===== config.mk =====
export PLATFORM = sky130hd
export DESIGN_NAME = pcf_framer
export DESIGN_NICKNAME = d
export VERILOG_FILES = /design/src/pcf_echo_sel.v /design/src/pcf_hdr_tail.v /design/src/pcf_framer.v
export VERILOG_INCLUDE_DIRS = /design/src
export SDC_FILE = /design/constraint.sdc
export NUM_CORES = 1
export LEC_CHECK = 0
export BUFFER_PORTS_ARGS = -buffer_cell sky130_fd_sc_hd__buf_2
export CORE_MARGIN = 2
export CORE_UTILIZATION = 30
export CTS_CLUSTER_SIZE = 24
export DETAILED_ROUTE_END_ITERATION = 8
export PLACE_DENSITY = 0.44
export REMOVE_ABC_BUFFERS = 1
export SLEW_MARGIN = 20
export SYNTH_ARGS = -nofsm -noshare
export SYNTH_HDL_FRONTEND = slang
export SYNTH_SLANG_ARGS = --single-unit

===== constraint.sdc =====
create_clock -name clk_sys_i -period 4.4 [get_ports clk_sys_i]
set_clock_uncertainty 0.05 [all_clocks]
set_input_delay 0.22 -clock clk_sys_i [delete_from_list [all_inputs] [get_ports clk_sys_i]]
set_output_delay 0.22 -clock clk_sys_i [all_outputs]
set_load 0.005 [all_outputs]

===== src/pcf_defs.vh =====
// Constants for the point cloud payload framer
`ifndef PCF_DEFS_VH
`define PCF_DEFS_VH

// ----------------------------------------------------------------
// Fixed header bytes
// ----------------------------------------------------------------
`define PCF_SOP0        8'hee
`define PCF_SOP1        8'hff
`define PCF_VER_MAJ     8'h06
`define PCF_VER_MIN     8'h01
`define PCF_CH_NUM      8'h10
`define PCF_BLK_NUM     8'h08
`define PCF_DIS_UNIT    8'h04
`define PCF_RET_MAX     8'h02

// ----------------------------------------------------------------
// Packet geometry, in bytes and blocks
// ----------------------------------------------------------------
`define PCF_HDR_LAST    5'd11
`define PCF_ANG_LEN     7'd2
`define PCF_ENT_LEN     7'd4
`define PCF_BLK_LAST    7'd65
`define PCF_BLK_CNT_MAX 3'd7
`define PCF_TAIL_LAST   5'd23
`define PCF_SEQ_LAST    5'd27

// ----------------------------------------------------------------
// Header and tail byte offsets
// ----------------------------------------------------------------
`define PCF_H_CH        5'd6
`define PCF_H_BLK       5'd7
`define PCF_H_FIRST     5'd8
`define PCF_H_DIS       5'd9
`define PCF_H_RET       5'd10
`define PCF_H_SEQ       5'd11
`define PCF_T_MODE      5'd10
`define PCF_T_MOTOR     5'd11
`define PCF_T_DATE      5'd13
`define PCF_T_USEC      5'd19
`define PCF_T_FACT      5'd23
`define PCF_T_SEQ       5'd24

// ----------------------------------------------------------------
// Echo selection codes
// ----------------------------------------------------------------
`define PCF_M_FIRST     8'h33
`define PCF_M_STRONG    8'h37
`define PCF_M_LAST      8'h38
`define PCF_M_LS        8'h39
`define PCF_M_LF        8'h3b
`define PCF_M_FS        8'h3c

// ----------------------------------------------------------------
// Register offsets and fields
// ----------------------------------------------------------------
`define PCF_A_CTRL      8'h00
`define PCF_A_MOTOR     8'h04
`define PCF_A_DATE      8'h08
`define PCF_A_TIME      8'h0c
`define PCF_A_USEC      8'h10
`define PCF_A_STAT      8'h14
`define PCF_A_SEQ       8'h18
`define PCF_C_EN        0
`define PCF_C_SEQ       1
`define PCF_C_MODE_LO   8
`define PCF_C_MODE_HI   15

// ----------------------------------------------------------------
// Reset values and legal ranges
// ----------------------------------------------------------------
`define PCF_RST_MODE    8'h33
`define PCF_RST_MOTOR   16'h0258
`define PCF_RST_YEAR    8'h46
`define PCF_RST_MONTH   8'h01
`define PCF_RST_DAY     8'h01
`define PCF_YEAR_MIN    8'h46
`define PCF_MONTH_MAX   8'h0c
`define PCF_DAY_MAX     8'h1f
`define PCF_HOUR_MAX    8'h17
`define PCF_MINSEC_MAX  8'h3b
`define PCF_USEC_MAX    32'h000f4240

`endif


===== src/pcf_echo_sel.v =====
// Echo selection for single and paired blocks
`default_nettype none
`include "pcf_defs.vh"

module pcf_echo_sel (
	// Mode and echo count
	input  wire [7:0]  mode_i,
	input  wire [1:0]  cnt_i,
	// Candidate echoes, {intensity, range}
	input  wire [23:0] first_i,
	input  wire [23:0] last_i,
	input  wire [23:0] strong_i,
	input  wire [23:0] second_i,
	// Entries for first and second block of a pair
	output reg  [23:0] a_o,
	output reg  [23:0] b_o,
	output wire        dual_o
);

	// ----------------------------------------------------------------
	// Selection
	// ----------------------------------------------------------------

	// Paired modes only
	assign dual_o = (mode_i == `PCF_M_LS) || (mode_i == `PCF_M_LF) ||
		(mode_i == `PCF_M_FS);

	// Equal words mean the same echo won both criteria
	always @* begin
		a_o = first_i;
		b_o = first_i;
		case (mode_i)
			`PCF_M_FIRST: begin
				a_o = first_i;
			end
			`PCF_M_STRONG: begin
				a_o = strong_i;
			end
			`PCF_M_LAST: begin
				a_o = last_i;
			end
			`PCF_M_LS: begin
				a_o = last_i;
				b_o = (last_i == strong_i) ? second_i : strong_i;
			end
			`PCF_M_LF: begin
				a_o = last_i;
				b_o = (cnt_i < 2'd2) ? last_i : first_i;
			end
			`PCF_M_FS: begin
				a_o = first_i;
				b_o = (first_i == strong_i) ? second_i : strong_i;
			end
			default: begin
				a_o = first_i;
			end
		endcase
	end

endmodule // pcf_echo_sel
`default_nettype wire


===== src/pcf_hdr_tail.v =====
// Header and tail byte lookup for the payload framer
`default_nettype none
`include "pcf_defs.vh"

module pcf_hdr_tail #(
	parameter [7:0] FACTORY_ID = 8'h5a // Arbitrary value
) (
	// Region and byte index
	input  wire        tail_i,
	input  wire [4:0]  idx_i,
	// Field values
	input  wire [7:0]  mode_i,
	input  wire        seq_en_i,
	input  wire [15:0] motor_i,
	input  wire [23:0] date_i,
	input  wire [23:0] time_i,
	input  wire [31:0] usec_i,
	input  wire [31:0] seq_i,
	// Selected byte
	output reg  [7:0]  byte_o
);

	// ----------------------------------------------------------------
	// Byte lookup, multi-byte fields low byte first
	// ----------------------------------------------------------------
	always @* begin
		byte_o = 8'h00;
		if (!tail_i) begin
			case (idx_i)
				5'd0:        byte_o = `PCF_SOP0;
				5'd1:        byte_o = `PCF_SOP1;
				5'd2:        byte_o = `PCF_VER_MAJ;
				5'd3:        byte_o = `PCF_VER_MIN;
				`PCF_H_CH:   byte_o = `PCF_CH_NUM;
				`PCF_H_BLK:  byte_o = `PCF_BLK_NUM;
				`PCF_H_DIS:  byte_o = `PCF_DIS_UNIT;
				`PCF_H_RET:  byte_o = `PCF_RET_MAX;
				`PCF_H_SEQ:  byte_o = {7'h00, seq_en_i};
				default:     byte_o = 8'h00;
			endcase
		end else begin
			case (idx_i)
				`PCF_T_MODE:          byte_o = mode_i;
				`PCF_T_MOTOR:         byte_o = motor_i[7:0];
				`PCF_T_MOTOR + 5'd1:  byte_o = motor_i[15:8];
				`PCF_T_DATE:          byte_o = date_i[7:0];
				`PCF_T_DATE + 5'd1:   byte_o = date_i[15:8];
				`PCF_T_DATE + 5'd2:   byte_o = date_i[23:16];
				`PCF_T_DATE + 5'd3:   byte_o = time_i[7:0];
				`PCF_T_DATE + 5'd4:   byte_o = time_i[15:8];
				`PCF_T_DATE + 5'd5:   byte_o = time_i[23:16];
				`PCF_T_USEC:          byte_o = usec_i[7:0];
				`PCF_T_USEC + 5'd1:   byte_o = usec_i[15:8];
				`PCF_T_USEC + 5'd2:   byte_o = usec_i[23:16];
				`PCF_T_USEC + 5'd3:   byte_o = usec_i[31:24];
				`PCF_T_FACT:          byte_o = FACTORY_ID;
				`PCF_T_SEQ:           byte_o = seq_i[7:0];
				`PCF_T_SEQ + 5'd1:    byte_o = seq_i[15:8];
				`PCF_T_SEQ + 5'd2:    byte_o = seq_i[23:16];
				`PCF_T_SEQ + 5'd3:    byte_o = seq_i[31:24];
				default:              byte_o = 8'h00;
			endcase
		end
	end

endmodule // pcf_hdr_tail
`default_nettype wire


===== src/pcf_framer.v =====
// Point cloud payload framer: APB registers, packet sequencer, byte stream
`default_nettype none
`include "pcf_defs.vh"

// Function
// Start bytes, version bytes, two reserved bytes
// Multi-byte fields sent low byte first
// Header holds channel 0x10, block 0x08
// Header max echoes byte is 0x02
// Sequence flag bit 0, rest reserved
// Body of eight blocks, 528 bytes
// Block is angle plus sixteen entries
// Angle field in hundredths of degree
// Entry starts with range; unit 0x04
// Intensity byte then one reserved byte
// Paired blocks share one angle
// Mode 0x39 last then strongest
// Mode 0x3B last then first
// Mode 0x3C first then strongest
// Single codes 0x33, 0x37, 0x38
// Only six echo selection codes allowed
// Tail date-time, year to second order
// Date and time fields range checked
// Microsecond field, up to 1000000
// Tail order: reserved, mode, motor, time
// Optional 32-bit sequence counter appended
module pcf_framer (
	// Clock and reset
	input  wire        clk_sys_i,
	input  wire        rst_i,
	// APB slave
	input  wire        psel_i,
	input  wire        penable_i,
	input  wire        pwrite_i,
	input  wire [7:0]  paddr_i,
	input  wire [31:0] pwdata_i,
	output reg  [31:0] prdata_o,
	output wire        pready_o,
	output reg         pslverr_o,
	// Measurement input, one channel per transfer
	input  wire        ch_valid_i,
	output wire        ch_ready_o,
	input  wire [15:0] ch_angle_i,
	input  wire [1:0]  ch_cnt_i,
	input  wire [23:0] ch_first_i,
	input  wire [23:0] ch_last_i,
	input  wire [23:0] ch_strong_i,
	input  wire [23:0] ch_second_i,
	// Payload byte stream
	output reg         out_valid_o,
	input  wire        out_ready_i,
	output reg  [7:0]  out_data_o,
	output reg         out_sop_o,
	output reg         out_eop_o
);

	// ----------------------------------------------------------------
	// States
	// ----------------------------------------------------------------
	localparam [1:0] ST_IDLE = 2'd0;
	localparam [1:0] ST_HDR  = 2'd1;
	localparam [1:0] ST_BODY = 2'd2;
	localparam [1:0] ST_TAIL = 2'd3;

	// ----------------------------------------------------------------
	// Declarations
	// ----------------------------------------------------------------
	reg         ctrl_en;
	reg         ctrl_seq;
	reg  [7:0]  ctrl_mode;
	reg  [15:0] motor;
	reg  [23:0] date;
	reg  [23:0] tod;
	reg  [31:0] usec;
	reg  [31:0] seq_cnt;
	reg  [1:0]  st;
	reg  [4:0]  idx;
	reg  [6:0]  bpos;
	reg  [2:0]  blk;
	reg  [15:0] ang;
	reg  [23:0] ent;
	reg  [7:0]  mode_q;
	reg         seq_q;
	reg  [23:0] b_mem [0:15];
	reg  [31:0] rd_word;
	reg         addr_ok;
	reg         wr_ok;
	reg  [7:0]  body_byte;
	reg  [7:0]  next_byte;
	wire        mode_ok;
	wire        date_ok;
	wire        time_ok;
	wire        usec_ok;
	wire        apb_setup;
	wire        apb_wr;
	wire [23:0] sel_a;
	wire [23:0] sel_b;
	wire        dual;
	wire        is_b;
	wire [6:0]  boff;
	wire        ent_start;
	wire [3:0]  ch_k;
	wire [23:0] ent_src;
	wire        adv;
	wire        need_in;
	wire        step;
	wire        last_pos;
	wire [7:0]  ht_byte;

	// ----------------------------------------------------------------
	// APB decode and value checks
	// ----------------------------------------------------------------

	// Zero wait state slave
	assign pready_o  = 1'b1;
	assign apb_setup = psel_i && !penable_i;
	assign apb_wr    = psel_i && penable_i && pwrite_i;

	// Only the six defined codes are accepted
	assign mode_ok = (pwdata_i[15:8] == `PCF_M_FIRST) || (pwdata_i[15:8] == `PCF_M_STRONG) ||
		(pwdata_i[15:8] == `PCF_M_LAST) || (pwdata_i[15:8] == `PCF_M_LS) ||
		(pwdata_i[15:8] == `PCF_M_LF) || (pwdata_i[15:8] == `PCF_M_FS);

	// Out-of-range calendar values never reach the tail
	assign date_ok = (pwdata_i[7:0] >= `PCF_YEAR_MIN) && (pwdata_i[15:8] != 8'h00) &&
		(pwdata_i[15:8] <= `PCF_MONTH_MAX) && (pwdata_i[23:16] != 8'h00) &&
		(pwdata_i[23:16] <= `PCF_DAY_MAX);
	assign time_ok = (pwdata_i[7:0] <= `PCF_HOUR_MAX) && (pwdata_i[15:8] <= `PCF_MINSEC_MAX) &&
		(pwdata_i[23:16] <= `PCF_MINSEC_MAX);
	assign usec_ok = (pwdata_i <= `PCF_USEC_MAX);

	// Read mux and write acceptance
	always @* begin
		rd_word = 32'h0000_0000;
		addr_ok = 1'b1;
		wr_ok   = 1'b1;
		case (paddr_i)
			`PCF_A_CTRL: begin
				rd_word = {16'h0000, ctrl_mode, 6'h00, ctrl_seq, ctrl_en};
				wr_ok   = mode_ok;
			end
			`PCF_A_MOTOR: begin
				rd_word = {16'h0000, motor};
			end
			`PCF_A_DATE: begin
				rd_word = {8'h00, date};
				wr_ok   = date_ok;
			end
			`PCF_A_TIME: begin
				rd_word = {8'h00, tod};
				wr_ok   = time_ok;
			end
			`PCF_A_USEC: begin
				rd_word = usec;
			end
			`PCF_A_STAT: begin
				rd_word = {21'h000000, blk, 7'h00, (st != ST_IDLE)};
			end
			`PCF_A_SEQ: begin
				rd_word = seq_cnt;
			end
			default: begin
				addr_ok = 1'b0;
				wr_ok   = 1'b0;
			end
		endcase
		if (`PCF_A_USEC == paddr_i) begin
			wr_ok = usec_ok;
		end
	end

	// ----------------------------------------------------------------
	// APB registers
	// ----------------------------------------------------------------

	// Answer latched at setup so access-phase data comes from flops
	always @(posedge clk_sys_i) begin
		if (rst_i) begin
			prdata_o  <= 32'h0000_0000;
			pslverr_o <= 1'b0;
			ctrl_en   <= 1'b0;
			ctrl_seq  <= 1'b0;
			ctrl_mode <= `PCF_RST_MODE;
			motor     <= `PCF_RST_MOTOR;
			date      <= {`PCF_RST_DAY, `PCF_RST_MONTH, `PCF_RST_YEAR};
			tod       <= 24'h000000;
			usec      <= 32'h0000_0000;
		end else begin
			if (apb_setup) begin
				prdata_o  <= pwrite_i ? 32'h0000_0000 : rd_word;
				pslverr_o <= !addr_ok || (pwrite_i && !wr_ok);
			end
			if (apb_wr && wr_ok) begin
				case (paddr_i)
					`PCF_A_CTRL: begin
						ctrl_en   <= pwdata_i[`PCF_C_EN];
						ctrl_seq  <= pwdata_i[`PCF_C_SEQ];
						ctrl_mode <= pwdata_i[`PCF_C_MODE_HI:`PCF_C_MODE_LO];
					end
					`PCF_A_MOTOR: motor <= pwdata_i[15:0];
					`PCF_A_DATE:  date  <= pwdata_i[23:0];
					`PCF_A_TIME:  tod   <= pwdata_i[23:0];
					`PCF_A_USEC:  usec  <= pwdata_i;
					default: begin
						motor <= motor;
					end
				endcase
			end
		end
	end

	// ----------------------------------------------------------------
	// Echo selection and fixed fields
	// ----------------------------------------------------------------
	pcf_echo_sel u_sel (
		.mode_i   (mode_q),
		.cnt_i    (ch_cnt_i),
		.first_i  (ch_first_i),
		.last_i   (ch_last_i),
		.strong_i (ch_strong_i),
		.second_i (ch_second_i),
		.a_o      (sel_a),
		.b_o      (sel_b),
		.dual_o   (dual)
	);

	pcf_hdr_tail u_ht (
		.tail_i   (st == ST_TAIL),
		.idx_i    (idx),
		.mode_i   (mode_q),
		.seq_en_i (seq_q),
		.motor_i  (motor),
		.date_i   (date),
		.time_i   (tod),
		.usec_i   (usec),
		.seq_i    (seq_cnt),
		.byte_o   (ht_byte)
	);

	// ----------------------------------------------------------------
	// Body position decode
	// ----------------------------------------------------------------

	// Odd blocks replay the stored second-block entries in paired modes
	assign is_b      = dual && blk[0];
	assign boff      = bpos - `PCF_ANG_LEN;
	// Channel 0 is fetched with the angle so both bytes are on hand
	assign ent_start = (bpos == 7'd0) ||
		((bpos >= (`PCF_ANG_LEN + `PCF_ENT_LEN)) && (boff[1:0] == 2'b00));
	assign ch_k      = (bpos == 7'd0) ? 4'd0 : boff[5:2];
	assign ent_src   = is_b ? b_mem[ch_k] : sel_a;

	// Output register free, and input present when the byte needs it
	assign adv        = !out_valid_o || out_ready_i;
	assign need_in    = (st == ST_BODY) && ent_start && !is_b;
	assign step       = adv && (st != ST_IDLE) && (!need_in || ch_valid_i);
	assign ch_ready_o = adv && need_in;
	assign last_pos   = (idx == (seq_q ? `PCF_SEQ_LAST : `PCF_TAIL_LAST));

	// Body byte: angle, then range, intensity, reserved per entry
	always @* begin
		body_byte = 8'h00;
		if (bpos == 7'd0) begin
			body_byte = is_b ? ang[7:0] : ch_angle_i[7:0];
		end else if (bpos == 7'd1) begin
			body_byte = ang[15:8];
		end else begin
			case (boff[1:0])
				2'd0:    body_byte = ent_start ? ent_src[7:0] : ent[7:0];
				2'd1:    body_byte = ent[15:8];
				2'd2:    body_byte = ent[23:16];
				default: body_byte = 8'h00;
			endcase
		end
		next_byte = (st == ST_BODY) ? body_byte : ht_byte;
	end

	// ----------------------------------------------------------------
	// Packet sequencer
	// ----------------------------------------------------------------

	// Mode and sequence flag frozen per packet so pairs stay consistent
	always @(posedge clk_sys_i) begin
		if (rst_i) begin
			st          <= ST_IDLE;
			idx         <= 5'd0;
			bpos        <= 7'd0;
			blk         <= 3'd0;
			ang         <= 16'h0000;
			ent         <= 24'h000000;
			mode_q      <= `PCF_RST_MODE;
			seq_q       <= 1'b0;
			seq_cnt     <= 32'h0000_0000;
			out_valid_o <= 1'b0;
			out_data_o  <= 8'h00;
			out_sop_o   <= 1'b0;
			out_eop_o   <= 1'b0;
		end else begin
			if (adv) begin
				out_valid_o <= step;
			end
			if (step) begin
				out_data_o <= next_byte;
				out_sop_o  <= (st == ST_HDR) && (idx == 5'd0);
				out_eop_o  <= (st == ST_TAIL) && last_pos;
			end
			case (st)
				ST_IDLE: begin
					if (ctrl_en) begin
						mode_q <= ctrl_mode;
						seq_q  <= ctrl_seq;
						idx    <= 5'd0;
						st     <= ST_HDR;
					end
				end
				ST_HDR: begin
					if (step) begin
						idx <= idx + 5'd1;
						if (idx == `PCF_HDR_LAST) begin
							bpos <= 7'd0;
							blk  <= 3'd0;
							st   <= ST_BODY;
						end
					end
				end
				ST_BODY: begin
					if (step) begin
						if ((bpos == 7'd0) && !is_b) begin
							ang <= ch_angle_i;
						end
						if (ent_start) begin
							ent <= ent_src;
						end
						bpos <= bpos + 7'd1;
						if (bpos == `PCF_BLK_LAST) begin
							bpos <= 7'd0;
							blk  <= blk + 3'd1;
							if (blk == `PCF_BLK_CNT_MAX) begin
								idx <= 5'd0;
								st  <= ST_TAIL;
							end
						end
					end
				end
				ST_TAIL: begin
					if (step) begin
						idx <= idx + 5'd1;
						if (last_pos) begin
							st <= ST_IDLE;
							if (seq_q) begin
								seq_cnt <= seq_cnt + 32'h0000_0001;
							end
						end
					end
				end
				default: begin
					st <= ST_IDLE;
				end
			endcase
		end
	end

	// Second-block entries parked while the first block goes out
	always @(posedge clk_sys_i) begin
		if (step && need_in && dual) begin
			b_mem[ch_k] <= sel_b;
		end
	end

endmodule // pcf_framer
`default_nettype wire


# --- Yosys cells after proc, flatten, opt, wreduce, memory -nomap -nowiden ---
# Memory sizes are Yosys's and may differ from the RTL's.
# Cells that the tools add are included.
word_totals:
  out_inout_bits: 46
  n_memories: 1
  input_bits: 161
  word_cells: 214
  reg_bits: 248
  ram_bits: 384
classes:
  addsub: 5
  reduce_logical: 66
  muxes: 49
  order_cmp: 9
  n_eq_ne: 62
mem_list:
  columns: ["memory", "words", "width", "rd", "rd_clocked_by_memory_dff", "write_ports", "line", "text"]
  rows:
  - ["b_mem", 16, 24, 1, 0, 1, "pcf_framer.v:84", "reg [23:0] b_mem [0:15];"]
ops:
  columns: ["op", "count"]
  rows:
  - ["$pmux W32 S7", 1]
  - ["$pmux W8 S18", 1]
  - ["$mux W24", 4]
  - ["$eq A8 B6 Y1 const B", 11]
  - ["$pmux W24 S3", 1]
  - ["$pmux W8 S9", 1]
  - ["$eq A5 B5 Y1 const B", 12]
  - ["$eq A24 B24 Y1", 2]
  - ["$mux W8", 6]
  - ["$pmux W24 S2", 1]
  - ["$eq A5 B4 Y1 const B", 7]
  - ["$add A32 B1 Y32 const B", 1]
  - ["$le A32 B20 Y1 const B", 1]
  - ["$mux W32", 1]
  - ["$mux W7", 4]
  - ["$mux W5", 5]
  - ["$eq A8 B5 Y1 const B", 3]
  - ["$pmux W8 S3", 1]
  - ["$logic_and A1 B1 Y1", 23]
  - ["$eq A8 B4 Y1 const B", 2]
  - ["$le A8 B5 Y1 const B", 2]
  - ["$le A8 B6 Y1 const B", 2]
  - ["$mux W2", 8]
  - ["$reduce_bool A8 Y1", 2]
  - ["other kinds (45)", 89]

# --- Longest topological paths before layout ---
depth:
  ltp_word: 13
  mapped_depth: 13
  ltp_nobuf: 10

# --- Hierarchy ---
# A second synthesis with hierarchy kept.
hier_totals:
  hier_cells: 3069
  hier_area_um2: 31087.3
modules_own_cells:
  columns: ["module", "cells_per_inst", "n_inst", "seq_area_each_um2", "area_per_inst_um2"]
  rows:
  - ["pcf_framer", 2425, 1, 16495.8, 26751.9]
  - ["pcf_echo_sel", 445, 1, 0.0, 2826.5]
  - ["pcf_hdr_tail", 199, 1, 0.0, 1508.9]

# --- Worst setup path after synthesis ---
# OpenSTA, ideal clock, no wires.
synth_timing:
  path_type: "reg-to-reg"
  startpoint: "register bpos[2]"
  endpoint: "memory b_mem[1][0], enable pin"
  path_slack_ns: 0.569
  stages_incl_launch_ff: 11
  setup_ns: 0.405
  synth_period_minus_slack_ns: 3.831
  n_path_buf: 5
  required_time_ns: 3.945
  t_arrival_ns: 3.377
  cell_sequence: "dfxtp_1 buf_2 inv_1 ha_1 xnor2_1 buf_2 buf_2 buf_2 buf_2 nand3_1 nor2_1"
synth_via:
  elab_chain_cells: 12
  word_cells_on_any_way: 15
  cone_classes: "1 x add/sub; 1 x order compare; 3 x mux; 10 x reduce/logical"
synth_rtl:
  columns: ["element", "line", "text"]
  rows:
  - ["from (decl)", "pcf_framer.v:78", "reg [6:0] bpos;"]
  - ["from (signal assigned)", "pcf_framer.v:334", "bpos <= bpos + 7'd1;"]
  - ["$ge A7 B3 Y1", "pcf_framer.v:249", "((bpos >= (`PCF_ANG_LEN + `PCF_ENT_LEN)) && (boff[1:0] == 2'b00));"]
  - ["$logic_and A1 B1 Y1", "pcf_framer.v:249", null]
  - ["$logic_or A1 B1 Y1", "pcf_framer.v:248", "assign ent_start = (bpos == 7'd0) ||"]
  - ["$logic_and A1 B1 Y1 (2 in series)", "pcf_framer.v:255", "assign need_in = (st == ST_BODY) && ent_start && !is_b;"]
  - ["$logic_not A1 Y1", "pcf_framer.v:256", "assign step = adv && (st != ST_IDLE) && (!need_in || ch_valid_i);"]
  - ["$logic_or A1 B1 Y1", "pcf_framer.v:256", null]
  - ["$logic_and A1 B1 Y1", "pcf_framer.v:256", null]
  - ["$logic_and A1 B1 Y1 (2 in series)", "pcf_framer.v:365", "if (step && need_in && dual) begin"]
  - ["$mux W1", "pcf_framer.v:365", null]
  - ["$mux W1 (not written as such)", "pcf_framer.v:366", "b_mem[ch_k] <= sel_b;"]
  - ["to (decl)", "pcf_framer.v:84", null]
# Parallel ways exist; a longest one is shown, timed or not.

# --- Worst setup path in the final report ---
layout_timing:
  startpoint: "register bpos[1]"
  endpoint: "register out_data_o[2]"
layout_via:
  elab_chain_cells: 9
  word_cells_on_any_way: 22
  cone_classes: "1 x add/sub; 1 x order compare; 3 x eq/ne; 7 x mux; 9 x reduce/logical; 1 x memory"
layout_rtl:
  columns: ["element", "line", "text"]
  rows:
  - ["$sub A6 B2 Y6 (no line) / $logic_not A7 Y1 (equally long branches)", null, null]
  - ["$mux W4 / $logic_not A2 Y1 (equally long branches)", "pcf_framer.v:250, pcf_framer.v:249, pcf_framer.v:268", null]
  - ["$mem_v2 Z16 W24 / $logic_and A1 B1 Y1 (equally long branches)", null, null]
  - ["$mux W24 / $logic_or A1 B1 Y1 (equally long branches)", "pcf_framer.v:251, pcf_framer.v:248", null]
  - ["$mux W8 / $logic_and A1 B1 Y1 (equally long branches)", "pcf_framer.v:269, pcf_framer.v:255", null]
  - ["$pmux W8 S3 / $logic_and A1 B1 Y1 (equally long branches)", "pcf_framer.v:268, pcf_framer.v:255", null]
  - ["$mux W8 / $logic_not A1 Y1 (equally long branches)", "pcf_framer.v:265, pcf_framer.v:256", null]
  - ["$mux W8 / $logic_or A1 B1 Y1 (equally long branches)", "pcf_framer.v:263, pcf_framer.v:256", null]
  - ["$mux W8 / $logic_and A1 B1 Y1 (equally long branches)", "pcf_framer.v:275, pcf_framer.v:256", null]
  - ["to (signal assigned)", "pcf_framer.v:303", "out_data_o <= next_byte;"]
  - ["to (decl)", "pcf_framer.v:52", "output reg [7:0] out_data_o,"]
# Parallel ways exist; a longest one is shown, timed or not.
# A chain may end at the register's enable or synchronous reset.

==> impl_results.md <==
* Final setup TNS at 0 ns
* Crit. End Element: register
* Leakage at 12.79 nW
* Maxcap violations at 0
* First-pass DRT Iterations at 6
* Layout area overhead at 19.84%
* WHS at 0.03018 ns
* Vias in the first global route at 24208
* Status: complete, no violations
* # resized after CTS at 0
* Initial antenna violation count at 1
* I/O Pins at 207
* Seq/Total Area, Yosys at 55.10%
* Routed vias/inst at 5.662
* Worst R2R Start: bpos[1]$_SDFFE_PP0P_
* GP Congestion at 0.9074
* Req. time, crit path at 4.94 ns
* Largest net degree at the start of global routing at 103
* Post-synth top flop: edfxtp_1
* Met2 Track Usage GR at 37.40%
* Met1 usage at 30.72%
* GRT Total Usage at 23.17%
* Setup-failing EPs final at 0
* Overall power at 13.02 mW
* Crit-path max FO at 9
* Share of cells above drive strength 1 at 17.51%
* Starting Density at 30.33%
* CP Class: register to register
* Netlist cell types at 95
* Root buf cell: clkbuf_16
* Clock buffer count from CTS at 74
* Max-slew violation count at 0
* Overflow after GRT at 0
* Post-CTS Hold Buffers at 49
* Vias at 24891
* Detailed placement HPWL at 83250 um
* Synthesis-stage register bit count at 632
* CP Data Arrival Time at 4.46 ns
* Min Clock Period, post-route at 3.927 ns
* Design Area, Final at 0.03588 mm2
* Drt total wl at 121200 um
* Met3 global-route usage at 3.565%
* Number of flops mapped to enable cells by yosys at 384
* Busiest grt layer: met2
* Final core utilization at 36.35%
* RSZ-0062 raised after global routing: no
* Worst-path clk slew at 0.06 ns
* Placeable core area at 0.09871 mm2
* Power per cell area at 362.8 mW/mm2
* Die Y at 319.9 um
* Die area at 0.1023 mm2
* Ys async rst share at 0%
* Port Buffers at 204
* CTS tree: built
* Crit start category: register
* Crit share post-route at 89.26%
* Initial DRC count at 2725
* Post-DP Area at 0.03308 mm2
* CTS max path bufs at 3
* Synth warn at 0
* Post-CTS Setup Bufs at 0
* Cell row count at 115
* Hold Crit Class: input pin to register
* Mean Syn Cell Area at 10.73 um2
* First-pass GRT wire length at 173300 um
* Slew margin rel. at 26.43%
* Max Freq at 254.6 MHz
* Avg WL per Cell at 27.56 um
* Slew at the pin closest to its max-slew limit at 1.076 ns
* Drc violations at 0
* Crit path to: out_data_o[2]$_SDFFE_PP0P_
* Synth Instances at 2791
* R2r setup slk at 0.47 ns
* Nets@finish at 3229
* H-tree depth at 3
* Clk sink count at 632
* Critical Path Source: bpos[1]$_SDFFE_PP0P_
* Reg2Reg Depth at 11
* Final hold violation count at 0
* Critical R2R Capture: out_data_o[2]$_SDFFE_PP0P_
* Die W at 319.9 um
* Max VDD drop at 0.2651 mV
* Mapped cell area at 0.02994 mm2
* Antenna-violating nets left at 0
* Worst skew pair latency at 0.65 ns
-- critical path: stages, from the launching register on --
cell	delay, ns
dfxtp_1	0.39
inv_1	0.24
ha_1	0.22
buf_4	0.20
nor3b_2	0.51
a22oi_1	0.30
nand2_1	0.57
nor2_1	0.16
nor4_1	0.62
a2111oi_0	0.29
buf_4	0.19
o21ai_0	0.12
-- per-stage QoR --
stage | worst slack, ns | instances
global placement | 0.4380 | 4211
floorplan | -2.856 | 2579
CTS | 0.4355 | 4394
detailed placement | 0.4803 | 4211
global route | 0.1465 | 4394
finish | 0.4727 | 4396
-- power breakdown --
| part | switching, mW | internal [mW] |
|---|---|---|
| Sequential | 0.0640 | 6.30 |
| Combinational | 0.491 | 0.260 |
| Clock | 2.56 | 3.33 |
| Total | 3.12 | 9.90 |
-- synthesized netlist by cell type (all sizes together) (34+ instances only) --
master | instances | area (um2)
nand2 | 330 | 1239
a31oi | 39 | 244.0
a221oi | 37 | 324.1
clkbuf | 136 | 511.7
xor2 | 61 | 553.0
and2 | 36 | 225.2
edfxtp | 384 | 11530
nand4 | 34 | 219.0
nor2 | 252 | 963.4
buf | 76 | 400.4
mux2i | 169 | 1692
a21oi | 165 | 825.8
nand3 | 57 | 290.3
a222oi | 34 | 340.3
o221ai | 56 | 490.5
a22oi | 56 | 420.4
o21ai | 115 | 590.6
and3 | 40 | 250.2
dfxtp | 248 | 4965
-- how the worst min path moves through the flow --
stage                    startpoint                     to  slack (ns)  depth (start not counted)
4_1_cts              ch_first_i[22]   ent[22]$_SDFFE_PP0P_       0.005                          3
6_report                      rst_i  usec[13]$_SDFFE_PP0P_        0.03                          2
5_1_grt              ch_first_i[23]   ent[23]$_SDFFE_PP0P_        0.04                          4
3_5_place_dp    ent[1]$_SDFFE_PP0P_    ent[1]$_SDFFE_PP0P_        0.40                          2
2_1_floorplan                 rst_i    blk[0]$_SDFFE_PP0P_        0.24                          1
3_3_place_gp   ent[10]$_SDFFE_PP0P_   ent[10]$_SDFFE_PP0P_        0.39                          2
-- registers in the layout, indices dropped and copies added (netlist names), 2 cells and up --
name / cells
bpos: 7
prdata_o: 32
date: 24
blk: 3
mode_q: 8
seq_cnt: 32
ang: 16
ctrl_mode: 8
st: 2
tod: 24
ent: 24
usec: 32
out_data_o: 8
motor: 16
b_mem: 384
idx: 5
-- final cells by class --
cell class / instances / area (um2)
Fill cell: 9817 / 62830
Sequential cell: 632 / 16500
Multi-Input combinational cell: 1918 / 12650
Timing Repair Buffer: 394 / 2714
Clock buffer: 101 / 2087
Tap cell: 1287 / 1610
Clock inverter: 33 / 202.7
Inverter: 29 / 108.9
Antenna cell: 2 / 5.005
-- kinds of logic after synthesis --
logic type / synth area share [%]
adder cells (fa/ha/maj): 0.7941
other: 0.01253
AND/OR/NAND/NOR: 14.44
AO/OA/AOI/OAI: 17.03
flip-flops: 55.10
buffers and inverters: 3.410
multiplexers: 6.666
XOR/XNOR: 2.549
-- placed cells by master (no fill, tap or decap), types with 37 or more instances in the layout --
master	netlist	layout
a21oi_1	165	163
nand2_1	330	330
mux2i_1	169	169
nor2_1	249	232
and3_1	40	39
buf_4	15	130
o221ai_1	56	53
dlygate4sd3_1	0	49
buf_2	41	203
xor2_1	60	60
edfxtp_1	384	384
clkbuf_16	0	77
a31oi_1	39	39
dfxtp_1	248	248
a22oi_1	56	56
a221oi_1	37	37
nand3_1	56	56
o21ai_0	108	108
-- routing by layer --
metal,share of wire [%],vias up
met3,7.3,245
met2,46,1139
met1,42,12419
met4,4.2,0
met5,0,-
li1,-,11088
Note: power is estimated with default switching activity, not from simulation.
